<file path="src/shared/lach_cfg.svh">
`ifndef LACH_CFG_SVH
`define LACH_CFG_SVH
// frame delimiters and codes
`define LACH_CMD_START 8'h01
`define LACH_DATA_START 8'h81
`define LACH_FRAME_END 8'h03
`define LACH_CODE_AUTH 8'h30
`define LACH_CODE_ERR 8'hb0
`define LACH_LEN_CMD 16'h0004
`define LACH_LEN_RESP 16'h0021
`define LACH_LEN_CHAL 8'h11
`define LACH_LEN_STS 8'h0a
`define LACH_OK_SUM 8'hce
`define LACH_UNUSED 8'hff
// lifecycle, tier and challenge kind codes
`define LACH_LC_OWNER 8'h04
`define LACH_LC_RET_REQ 8'h07
`define LACH_LC_RET_ACK 8'h08
`define LACH_TIER_ZERO 8'h04
`define LACH_TIER_ONE 8'h03
`define LACH_TIER_TWO 8'h02
`define LACH_KIND_RANDOM 8'h00
`define LACH_KIND_UID 8'h01
// status codes
`define LACH_STS_OK 8'h00
`define LACH_STS_PACKET 8'hc1
`define LACH_STS_CHECKSUM 8'hc2
`define LACH_STS_ACCEPT 8'hc3
`define LACH_STS_UNMATCHED 8'hc4
`define LACH_STS_PARAM 8'hc5
`define LACH_STS_PROTECT 8'hc6
`define LACH_STS_TRUSTED 8'hc7
// transmit byte positions and response byte count
`define LACH_TX_PAY_FIRST 5'd4
`define LACH_TX_CHAL_SUM 5'd20
`define LACH_TX_CHAL_LAST 5'd21
`define LACH_TX_STS_SUM 5'd13
`define LACH_TX_STS_LAST 5'd14
`define LACH_RESP_BYTES 16'd32
`endif

</file>
<file path="src/shared/lach_pkg.sv">
package lach_pkg;
   typedef enum logic [3:0] {
      st_idle, st_len_h, st_len_l, st_body, st_sum, st_end, st_check, st_gen, st_tx, st_auth, st_halt
   } lach_phase_type;
   typedef enum logic [1:0] {fr_chal, fr_ok, fr_err} lach_frame_type;
   typedef enum logic [1:0] {go_idle, go_resp, go_halt} lach_after_type;
   typedef struct packed {
      logic valid;
      logic [7:0] data;
   } lach_byte_type;
   typedef struct packed {
      logic [7:0] active_state;
      logic [7:0] stored_state;
      logic [7:0] auth_tier;
      logic cmd_permitted;
      logic enc_write_pending;
      logic tier_one_key_en;
      logic tier_two_key_en;
   } lach_dev_type;
   typedef struct packed {
      lach_phase_type phase;
      logic resp;
      logic [15:0] len;
      logic [15:0] cnt;
      logic [7:0] code;
      logic [7:0] src;
      logic [7:0] dst;
      logic [7:0] kind;
      logic [7:0] sum;
      logic end_bad;
      logic lc_move;
      logic [127:0] chal;
      lach_frame_type frame;
      lach_after_type after;
      logic [7:0] sts;
      logic [4:0] idx;
      logic [7:0] tx_sum;
      logic [7:0] tx_data;
      logic gen_req;
      logic auth_req;
      logic trans_req;
   } lach_state_type;
endpackage

</file>
<file path="src/design/lach_resp_mem.sv">
`timescale 1ns/100ps
module lach_resp_mem #(
   parameter int WIDTH = 8,
   parameter int DEPTH = 32,
   parameter int AW = 5
) (
   input wire logic core_clk,
   input wire logic we,
   input wire logic [AW-1:0] wr_addr,
   input wire logic [WIDTH-1:0] wr_data,
   input wire logic [AW-1:0] rd_addr,
   output logic [WIDTH-1:0] rd_data
);
   logic [WIDTH-1:0] mem_ff [DEPTH];

   always_ff @(posedge core_clk) begin
      if (we) begin
         mem_ff[wr_addr] <= wr_data;
      end
      rd_data <= mem_ff[rd_addr];
   end
endmodule // lach_resp_mem

</file>
<file path="src/design/lach_core.sv">
`timescale 1ns/100ps
`include "lach_cfg.svh"
// Notes on behaviour
// host command frame: 01h, 00h 04h, 30h, source, destination, kind, check, end
// source code 04h/07h for lifecycle moves, 03h/04h for tier moves
// destination 07h/08h for lifecycle moves, 02h/03h for tier moves
// kind 00h random always valid; 01h unique id only toward return-requested
// challenge frame: 81h, 00h 11h, 30h, 16 bytes, check, 03h
// multi-byte values travel most significant byte first
// host response frame: 81h, 00h 21h, 30h, 32 bytes, check, 03h
// success status: length 0ah, code 30h, status 00h, all-ones fields, check ceh
// error status: length 0ah, code b0h, status, four-byte detail, four-byte address
// idle ignores every byte until the command start byte
// missing end byte gives packet error, highest priority
// wrong check byte gives checksum error
// length breaking format or command length gives packet error
// any error: no processing, back to command wait
// command not permitted or pending encrypted write gives acceptance error
// active and stored lifecycle state differing gives unmatched error
// source mismatch or illegal pair gives parameter error
// disabled tier keys against matching destinations give protection error
// unusable challenge kind gives parameter error after protection checks
// send challenge; generation failure trusted error; abnormal subsystem halts
// awaiting response, bytes before data start byte are discarded
// response checks: end, check, format, code, command length, in order
// check byte is negated mod-256 sum from length-high to last payload
// failed authentication gives trusted error, then command wait
// success status, then halt for lifecycle move or wait for tier move
module lach_core (
   input wire logic core_clk,
   input wire logic rst_b,
   input wire lach_pkg::lach_byte_type rx,
   input wire logic tx_ready,
   output logic tx_valid,
   output logic [7:0] tx_data,
   input wire lach_pkg::lach_dev_type dev,
   input wire logic ts_abnormal,
   output logic gen_req,
   output logic gen_uid,
   input wire logic gen_done,
   input wire logic gen_fail,
   input wire logic [127:0] gen_value,
   output logic auth_req,
   input wire logic auth_done,
   input wire logic auth_pass,
   input wire logic [4:0] auth_rd_addr,
   output logic [7:0] auth_rd_data,
   output logic trans_req,
   output logic trans_lifecycle,
   output logic [7:0] trans_dst
);
   lach_pkg::lach_state_type st_ff;
   lach_pkg::lach_state_type nxt_st;
   logic mem_we;
   logic [4:0] mem_addr;
   logic lc_pair;
   logic tier_pair;
   logic [7:0] cur_byte;
   logic [4:0] sum_idx;
   logic [4:0] last_idx;
   logic [4:0] nidx;
   logic [7:0] nsum;

   lach_resp_mem #(.WIDTH(8), .DEPTH(32), .AW(5)) u_mem (
      .core_clk(core_clk),
      .we(mem_we),
      .wr_addr(mem_addr),
      .wr_data(rx.data),
      .rd_addr(auth_rd_addr),
      .rd_data(auth_rd_data)
   );

   assign mem_addr = 5'(st_ff.cnt - 16'd1);
   assign mem_we = st_ff.phase == lach_pkg::st_body && rx.valid && st_ff.resp &&
                   st_ff.cnt >= 16'd1 && st_ff.cnt <= `LACH_RESP_BYTES;
   assign lc_pair = (st_ff.src == `LACH_LC_OWNER && st_ff.dst == `LACH_LC_RET_REQ) ||
                    (st_ff.src == `LACH_LC_RET_REQ && st_ff.dst == `LACH_LC_RET_ACK);
   assign tier_pair = (st_ff.src == `LACH_TIER_ZERO && st_ff.dst == `LACH_TIER_ONE) ||
                      (st_ff.src == `LACH_TIER_ONE && st_ff.dst == `LACH_TIER_TWO);
   assign sum_idx = st_ff.frame == lach_pkg::fr_chal ? `LACH_TX_CHAL_SUM : `LACH_TX_STS_SUM;
   assign last_idx = st_ff.frame == lach_pkg::fr_chal ? `LACH_TX_CHAL_LAST : `LACH_TX_STS_LAST;
   assign cur_byte = st_ff.tx_data;
   assign nidx = st_ff.idx + 5'd1;
   // running check over length-high to last payload byte
   assign nsum = (st_ff.idx >= 5'd1 && st_ff.idx < sum_idx) ? st_ff.tx_sum + cur_byte : st_ff.tx_sum;

   always_comb begin
      nxt_st = st_ff;
      nxt_st.gen_req = 1'b0;
      nxt_st.auth_req = 1'b0;
      nxt_st.trans_req = 1'b0;
      case (st_ff.phase)
         lach_pkg::st_idle: begin
            if (rx.valid && rx.data == (st_ff.resp ? `LACH_DATA_START : `LACH_CMD_START)) begin // see
               nxt_st.phase = lach_pkg::st_len_h;
               nxt_st.sum = 8'h00;
               nxt_st.cnt = 16'd0;
            end
         end
         lach_pkg::st_len_h: begin
            if (rx.valid) begin
               nxt_st.len[15:8] = rx.data;
               nxt_st.sum = st_ff.sum + rx.data;
               nxt_st.phase = lach_pkg::st_len_l;
            end
         end
         lach_pkg::st_len_l: begin
            if (rx.valid) begin
               nxt_st.len[7:0] = rx.data;
               nxt_st.sum = st_ff.sum + rx.data;
               nxt_st.phase = {st_ff.len[15:8], rx.data} == 16'd0 ? lach_pkg::st_sum : lach_pkg::st_body;
            end
         end
         lach_pkg::st_body: begin
            if (rx.valid) begin
               nxt_st.sum = st_ff.sum + rx.data;
               nxt_st.cnt = st_ff.cnt + 16'd1;
               case (st_ff.cnt)
                  16'd0: nxt_st.code = rx.data;
                  16'd1: nxt_st.src = st_ff.resp ? st_ff.src : rx.data;
                  16'd2: nxt_st.dst = st_ff.resp ? st_ff.dst : rx.data;
                  16'd3: nxt_st.kind = st_ff.resp ? st_ff.kind : rx.data;
                  default: nxt_st.code = st_ff.code;
               endcase
               if (st_ff.cnt == st_ff.len - 16'd1) begin
                  nxt_st.phase = lach_pkg::st_sum;
               end
            end
         end
         lach_pkg::st_sum: begin
            if (rx.valid) begin
               nxt_st.sum = st_ff.sum + rx.data;
               nxt_st.phase = lach_pkg::st_end;
            end
         end
         lach_pkg::st_end: begin
            if (rx.valid) begin
               nxt_st.end_bad = rx.data != `LACH_FRAME_END;
               nxt_st.phase = lach_pkg::st_check;
            end
         end
         lach_pkg::st_check: begin
            nxt_st.phase = lach_pkg::st_tx;
            nxt_st.frame = lach_pkg::fr_err;
            nxt_st.after = lach_pkg::go_idle;
            nxt_st.resp = 1'b0;
            if (st_ff.end_bad) begin
               nxt_st.sts = `LACH_STS_PACKET;
            end else if (st_ff.sum != 8'h00) begin
               nxt_st.sts = `LACH_STS_CHECKSUM;
            end else if (st_ff.len == 16'd0) begin
               nxt_st.sts = `LACH_STS_PACKET;
            end else if (st_ff.resp) begin
               if (st_ff.code != `LACH_CODE_AUTH || st_ff.len != `LACH_LEN_RESP) begin
                  nxt_st.sts = `LACH_STS_PACKET;
               end else begin
                  nxt_st.phase = lach_pkg::st_auth;
                  nxt_st.auth_req = 1'b1;
               end
            end else if (st_ff.len != `LACH_LEN_CMD || st_ff.code != `LACH_CODE_AUTH) begin
               nxt_st.sts = `LACH_STS_PACKET;
            end else if (!dev.cmd_permitted || dev.enc_write_pending) begin
               nxt_st.sts = `LACH_STS_ACCEPT;
            end else if (dev.active_state != dev.stored_state) begin
               nxt_st.sts = `LACH_STS_UNMATCHED;
            end else if ((lc_pair && st_ff.src != dev.active_state) || (tier_pair && st_ff.src != dev.auth_tier)) begin
               nxt_st.sts = `LACH_STS_PARAM; // see
            end else if (!lc_pair && !tier_pair) begin
               nxt_st.sts = `LACH_STS_PARAM; // see
            end else if ((!dev.tier_two_key_en && (st_ff.dst == `LACH_LC_RET_REQ || st_ff.dst == `LACH_TIER_TWO)) ||
                         (!dev.tier_one_key_en && tier_pair && st_ff.dst == `LACH_TIER_ONE)) begin
               nxt_st.sts = `LACH_STS_PROTECT;
            end else if (!(st_ff.kind == `LACH_KIND_RANDOM ||
                           (st_ff.kind == `LACH_KIND_UID && st_ff.dst == `LACH_LC_RET_REQ))) begin
               nxt_st.sts = `LACH_STS_PARAM; // see
            end else begin
               nxt_st.phase = lach_pkg::st_gen;
               nxt_st.lc_move = lc_pair;
               nxt_st.gen_req = 1'b1;
            end
            nxt_st.tx_data = `LACH_DATA_START;
            nxt_st.idx = 5'd0;
            nxt_st.tx_sum = 8'h00;
         end
         lach_pkg::st_gen: begin
            if (gen_done) begin
               nxt_st.phase = lach_pkg::st_tx;
               if (gen_fail) begin
                  nxt_st.sts = `LACH_STS_TRUSTED;
               end else begin
                  nxt_st.frame = lach_pkg::fr_chal;
                  nxt_st.after = lach_pkg::go_resp;
                  nxt_st.chal = gen_value;
               end
            end
         end
         lach_pkg::st_auth: begin
            if (auth_done) begin
               nxt_st.phase = lach_pkg::st_tx;
               if (auth_pass) begin
                  nxt_st.frame = lach_pkg::fr_ok;
                  nxt_st.sts = `LACH_STS_OK;
                  nxt_st.trans_req = 1'b1;
                  nxt_st.after = st_ff.lc_move ? lach_pkg::go_halt : lach_pkg::go_idle;
               end else begin
                  nxt_st.sts = `LACH_STS_TRUSTED;
               end
            end
         end
         lach_pkg::st_tx: begin
            if (tx_ready) begin
               nxt_st.tx_sum = nsum;
               if (st_ff.frame == lach_pkg::fr_chal && st_ff.idx >= `LACH_TX_PAY_FIRST && st_ff.idx < sum_idx) begin
                  nxt_st.chal = {st_ff.chal[119:0], 8'h00};
               end
               nxt_st.idx = nidx;
               if (st_ff.idx == last_idx) begin
                  nxt_st.phase = st_ff.after == lach_pkg::go_halt ? lach_pkg::st_halt : lach_pkg::st_idle;
                  nxt_st.resp = st_ff.after == lach_pkg::go_resp;
               end else if (nidx == 5'd2) begin
                  nxt_st.tx_data = st_ff.frame == lach_pkg::fr_chal ? `LACH_LEN_CHAL : `LACH_LEN_STS;
               end else if (nidx == 5'd3) begin
                  nxt_st.tx_data = st_ff.frame == lach_pkg::fr_err ? `LACH_CODE_ERR : `LACH_CODE_AUTH;
               end else if (nidx == sum_idx) begin
                  nxt_st.tx_data = 8'h00 - nsum; // see
               end else if (nidx == last_idx) begin
                  nxt_st.tx_data = `LACH_FRAME_END;
               end else if (st_ff.frame == lach_pkg::fr_chal && nidx >= `LACH_TX_PAY_FIRST) begin
                  nxt_st.tx_data = nxt_st.chal[127:120];
               end else if (nidx == `LACH_TX_PAY_FIRST) begin
                  nxt_st.tx_data = st_ff.sts;
               end else if (nidx > `LACH_TX_PAY_FIRST) begin
                  nxt_st.tx_data = `LACH_UNUSED;
               end else begin
                  nxt_st.tx_data = 8'h00;
               end
            end
         end
         lach_pkg::st_halt: begin
            nxt_st.phase = lach_pkg::st_halt;
         end
         default: begin
            nxt_st.phase = lach_pkg::st_idle;
         end
      endcase
      if (ts_abnormal) begin
         nxt_st.phase = lach_pkg::st_halt;
      end
   end

   always_ff @(posedge core_clk) begin
      if (!rst_b) begin
         st_ff <= '0;
      end else begin
         st_ff <= nxt_st;
      end
   end

   assign tx_valid = st_ff.phase == lach_pkg::st_tx;
   assign tx_data = st_ff.tx_data;
   assign gen_req = st_ff.gen_req;
   assign gen_uid = st_ff.kind == `LACH_KIND_UID;
   assign auth_req = st_ff.auth_req;
   assign trans_req = st_ff.trans_req;
   assign trans_lifecycle = st_ff.lc_move;
   assign trans_dst = st_ff.dst;
endmodule // lach_core

</file>
<file path="config.mk">
export PLATFORM = sky130hd
export DESIGN_NAME = lach_core
export DESIGN_NICKNAME = d
export VERILOG_FILES = /design/src/shared/lach_pkg.sv /design/src/design/lach_resp_mem.sv /design/src/design/lach_core.sv
export VERILOG_INCLUDE_DIRS = /design/src /design/src/shared
export SDC_FILE = /design/constraint.sdc
export NUM_CORES = 1
export LEC_CHECK = 0
export BUFFER_PORTS_ARGS = -buffer_cell sky130_fd_sc_hd__buf_2
export CORE_UTILIZATION = 45
export DETAILED_ROUTE_END_ITERATION = 6
export HOLD_SLACK_MARGIN = 0.05
export PLACE_DENSITY = 0.66
export SLEW_MARGIN = 20
export SYNTH_ARGS = -nofsm -noshare
export SYNTH_HDL_FRONTEND = slang
export SYNTH_HIERARCHICAL = 1
export SYNTH_SLANG_ARGS = --single-unit
</file>
<file path="constraint.sdc">
create_clock -name core_clk -period 3.31 [get_ports core_clk]
set_input_delay 0.662 -clock core_clk [delete_from_list [all_inputs] [get_ports core_clk]]
set_output_delay 0.662 -clock core_clk [all_outputs]
set_load 0.005 [all_outputs]
</file>
Word level (Yosys, flattened, before mapping)
Memories as Yosys holds them, arrays and structs flattened. A register that Yosys moved wholly into a read port is not among the register bits.
Cells that the tools add are included.

word-level totals
  register bits = 243
  bits in latches = 0
  RAM bits = 256
  bits in read-only memories = 0
  input bits = 178
  output and inout bits = 30
  logic and storage cells = 275
  memories = 1

cells by class
  add/subtract/negate cells = 7
  multiply operators = 0
  div/mod/pow operators = 0
  magnitude comparators = 7
  equality and inequality tests = 69
  shifts and indexed selects = 0
  multiplexer cells = 85
  bitwise operators = 12
  reduce and logical (&&, ||, !) cells = 70

memories
  name          words  bits a word  rd ports  clocked after Yosys merged registers in  write ports  RTL line             source
  u_mem.mem_ff  32     8            1         1                                        1            lach_resp_mem.sv:14  logic [WIDTH-1:0] mem_ff [DEPTH];

operators with widths
  operator               count
  $mux W8                34
  $mux W128              2
  $pmux W128 S2          1
  $mux W140              1
  $mux W132              1
  $mux W4                23
  $mux W56               1
  $logic_not A16 Y1      3
  $pmux W4 S11           1
  $pmux W21 S2           1
  $pmux W12 S3           1
  $eq A16 B2 Y1 const B  2
  $pmux W16 S2           1
  $ne A2 B2 Y1 const B   13
  $mux W5                5
  $eq A8 B2 Y1 const B   3
  $eq A8 B3 Y1 const B   3
  $ne A3 B3 Y1 const B   8
  $ne A8 B8 Y1           3
  $pmux W8 S3            1
  $reduce_and A11 Y1     2
  $mux W21               1
  $logic_and A1 B1 Y1    20
  $reduce_and A4 Y1      5
  other kinds (59)       114

Longest topological paths before layout
  word-level depth = 18
  gate-level depth with buffers = 15
  depth with buffers taken out = 12

Cells and area by module
Netlist, hierarchy kept.

by module, submodules not included
  module         instances  cells an instance  area each (µm²)  sequential area each (µm²)
  lach_core      1          1,690              13,062.5         4,784.6
  lach_resp_mem  1          417                10,053.4         7,847.5

Worst setup path after synthesis
OpenSTA, ideal clock, no wires.

  kind = reg2reg
  start point = register st_ff[34] in the netlist's numbering
  end point = register st_ff (netlist bit tx_data[4])
  library setup time = 116 ps
  data arrival time = 3,221 ps
  data required time = 3,194 ps
  setup slack = -27 ps
  cell stages (with the launch flop) = 16
  path buffers = 3
  clock period less this slack = 3,337 ps
  cells stage by stage = dfxtp_1 > or2_1 > clkbuf_1 > inv_2 > clkbuf_1 > ha_1 > nand3_1 > o21ai_1 > nor2_1 > buf_2 > mux2i_1 > ha_1 > o21ai_0 > xor2_1 > o221ai_1 > a31o_2

between the ends
  longest elaborated chain between the ends = 13
  elaborated cells between the ends (all ways) = 25
  classes of those cells = add/sub (1); order compare (1); eq/ne (4); mux (13); reduce/logical (6)

ends and longest elaborated chain
  what                                                    RTL line          source
  start: declaration                                      lach_core.sv:52   lach_pkg::lach_state_type st_ff;
  start signal: assignment                                lach_core.sv:255  st_ff <= nxt_st;
  $logic_not A2 Y1 *                                      -
  branches (longest 12 deep; another with $sub A1 B8 Y8)  -

Mark *: on every way between the ends. The select of a mux whose other input is x is not followed.
A chain may end at the register's enable or synchronous reset.

Worst setup path in the final report
  start point = register st_ff[34] in the netlist's numbering
  end point = register st_ff[136] in the netlist's numbering

between the ends
  longest elaborated chain between the ends = 6
  elaborated cells between the ends (all ways) = 7
  classes of those cells = order compare (1); eq/ne (1); mux (1); reduce/logical (4)

ends and longest elaborated chain
  what                           RTL line                           source
  $logic_not A2 Y1 *             lach_core.sv:80, lach_core.sv:213
  $mux W5 (no line)              -
  $lt A5 B5 Y1                   lach_core.sv:213                   if (st_ff.frame == lach_pkg::fr_chal && st_ff.idx >= `LACH_TX_PAY_FIRST && st_ff.idx < sum_idx) begin
  $logic_and A1 B1 Y1 *          lach_core.sv:213
  $ne A2 B1 Y1 (no line) *       -
  $reduce_and A5 Y1 (no line) *  -

Every way passes the cells marked *; elsewhere a longest branch is shown, timed or not.

==> flow_summary.json <==
{
  "worst-path-buf-inv": 2,
  "rsz0062_at_grt": "false",
  "tns_ps": 0,
  "initial_core_util_pct": 45.9,
  "ctsHoldBuffers": 0,
  "power.density_nw_per_um2": 514,
  "syn_inst": 2107,
  "drt_iter0_markers": 1446,
  "numCtsBuffers": 52,
  "cts-root-buf": "clkbuf_16",
  "routabilityCongestion": 0.887,
  "wl_um": 60800,
  "max-slew-margin-rel_pct": 28.8,
  "period_share_pct": 92.8,
  "ff2ff_setup_slack_ps": 240,
  "die_area_um2": 52300,
  "synth-edff-count": 256,
  "syn-num-nets": 2318,
  "cts.sinks": 503,
  "syn_avg_cell_area_um2": 11.0,
  "finalHoldViolCount": 0,
  "hold_class": "input port to flip-flop",
  "drtAntennaViolNets": 0,
  "grt_use_total_pct": 23.1,
  "ys_warn_count": 6,
  "antenna_found_initial": 10,
  "first_global_vias": 17200,
  "period_needed_ps": 3070,
  "synth_seq_cells": 503,
  "synthTopCellsByArea": "edfxtp_1 (33%), dfxtp_1 (21%), mux4_2 (7.8%)",
  "via_per_inst": 5.81,
  "synth_top_area_share_pct": 33.3,
  "status": "complete, no violations",
  "path_clk_slew_ps": 70,
  "synth_area_um2": 23100,
  "synth_top_flop_cell": "edfxtp_1",
  "cp_max_fo": 50,
  "timing.fmax_mhz": 326,
  "hold_ws_ps": 273,
  "synth-async-reset-ratio_pct": 0,
  "grt_max_degree": 141,
  "drv_cap": 0,
  "clkLatencyLatePin_ps": 590,
  "finClkSkew_ps": 22.6,
  "cts_tree": "done",
  "die_h_um": 229,
  "nets": 2490,
  "yosysTopAreaCell": "edfxtp_1",
  "crit_family": "buffers and inverters",
  "drc": 0,
  "final_layout_size_suffix_gt1_share_pct": 21.4,
  "io_pins": 208,
  "drv_slew": 0,
  "numPortBuffers": 207,
  "cp-start-kind": "flip-flop",
  "irDropWorstVdd_mv": 0.423,
  "vias": 17400,
  "post_cts_buffers": 0,
  "synth_cell_types": 84,
  "cts_resized": 0,
  "drt_pass1_iterations": 5,
  "core-area_um2": 50400,
  "cp_data_required_time_ps": 3820,
  "cpMostUsedCell": "buf_4",
  "clockBufferDepth": 3,
  "p_leak_nw": 9.53,
  "place_inst": 2897,
  "htree_num_levels": 2,
  "worst_slew_pin_slew_ps": 1070,
  "max_stage_delay_ps": 440,
  "wl_per_cell_um": 20.3,
  "critPathArrivalTime_ps": 3580,
  "dp_hpwl_um": 40300,
  "fin_cells": 2998,
  "slowest_stage": "buf_4",
  "setup_viol": 0,
  "syn2layout_area_growth_pct": 15.7,
  "die_x_um": 229,
  "grt-ovfl-total": 0,
  "std_cell_rows": 82,
  "criticalPathCategory": "flip-flop to flip-flop",
  "critical_path.endpoint_type": "flip-flop",
  "synth-seq-area-share_pct": 54.6,
  "grt_pass1_wl_um": 96400,
  "crit_chain": "or2_1, ha_1, nand3_1, o2111ai_4, buf_4, buf_4, or3_1, o21ai_0, a21oi_1"
}
[cell usage in the layout, fill, tap and decap left out, drive strengths merged, types with 18 or more instances in the layout]
cell	instances
a21oi	209
a22oi	18
buf	290
clkbuf	69
dfxtp	247
edfxtp	256
ha	31
inv	28
mux2i	21
mux4	80
nand2	130
nand3	61
nand4	18
nor2	140
nor3	26
nor4	20
o21ai	262
or3	130
xnor2	40
xor2	31
[registers in the layout (all words and copies together) (netlist names)]
name and flops:
u_mem/mem_ff 256, st_ff 219, trans_dst 8, tx_data 8, u_mem/rd_data 8, auth_req 1
gen_req 1, trans_lifecycle 1, trans_req 1
[final timing paths]
check | startpoint | end | cells after the start
min | ts_abnormal | st_ff[239] | 2
max | st_ff[34] | st_ff[136] | 9
min reg2reg | st_ff[180] | st_ff[180] | 2
max reg2reg | st_ff[34] | st_ff[136] | 9
[power breakdown]
| part | switching [mW] | internal, mW |
|---|---|---|
| clock | 2.45 | 3.33 |
| sequential | 0.0874 | 6.67 |
| combinational | 0.730 | 0.478 |
[area by class of cell]
type | instances | area, um2
fill | 4359 | 23600
sequential | 503 | 12600
multi-input combinational | 1406 | 9690
timing repair buffer | 290 | 1780
clock buffer | 69 | 1460
tap | 672 | 841
clock inverter | 26 | 231
inverter | 26 | 98.8
antenna | 6 | 15.0
[cell usage after synthesis (4+ instances only)]
library cell  instances
a22oi_1              18
o21bai_1              4
nand4_1              17
a32oi_1               4
o221ai_1              4
buf_1                 8
edfxtp_1            256
nand2b_1              7
nor2b_1              11
nor4_4                4
inv_1                24
buf_4                22
a21o_1                5
or3_1               130
a21oi_1             208
mux2_2               10
a31oi_1              16
clkbuf_1            130
o31ai_1               5
and2_1               12
ha_1                 31
o2111ai_1             5
or4_1                 4
nor3_1               25
nand3_1              61
nand2_1             129
mux4_2               80
nor4_1               14
nor2_1              139
o211a_1               4
dfxtp_1             247
xnor2_1              40
o21a_1                6
xor2_1               31
nor3b_1               4
o21ai_0             259
buf_2                10
nand3b_1             10
a311o_1               4
a211o_1               5
and3_1               11
mux2i_1              21
or2_2                 5
[stage by stage]
step | util [%] | area, um2 | setup slack [ps] | power (mW)
floorplan | - | 23100 | 49.1 | 7.62
global placement | 49.7 | 25000 | 261 | 8.07
detailed placement | 49.7 | 25000 | 163 | 8.09
CTS | 53.0 | 26700 | 78.8 | 13.8
global route | 53.1 | 26700 | 28.5 | 14.2
finish | 53.1 | 26700 | 238 | 13.7
[worst reg2reg max path: stages, from the launching register on]
cell,delay [ps]
dfxtp_1,320
or2_1,340
ha_1,370
nand3_1,210
o2111ai_4,430
buf_4,440
buf_4,440
or3_1,170
o21ai_0,110
a21oi_1,170
[cell families (layout without fill, tap and decap cells)]
kind of cell / after synthesis / after routing / share of synthesized area [%]
buf+inv: 198 / 411 / 3.66
mux: 111 / 111 / 9.19
compound gates: 581 / 581 / 14.1
simple gates: 610 / 610 / 13.9
flops: 503 / 503 / 54.6
xor+xnor: 71 / 71 / 2.69
other cells: 0 / 6 / 0
fa+ha+maj: 33 / 33 / 1.85
[routing by layer]
| layer | wire length, um | part of all wire (%) | global-route usage, % |
|---|---|---|---|
| met5 | 49 | 0.081 | 0 |
| met4 | 990 | 1.6 | 4.70 |
| met3 | 3860 | 6.3 | 4.68 |
| met2 | 29600 | 49 | 38.9 |
| met1 | 26300 | 43 | 30.8 |
No activity file was read; power rests on OpenSTA's default activity.
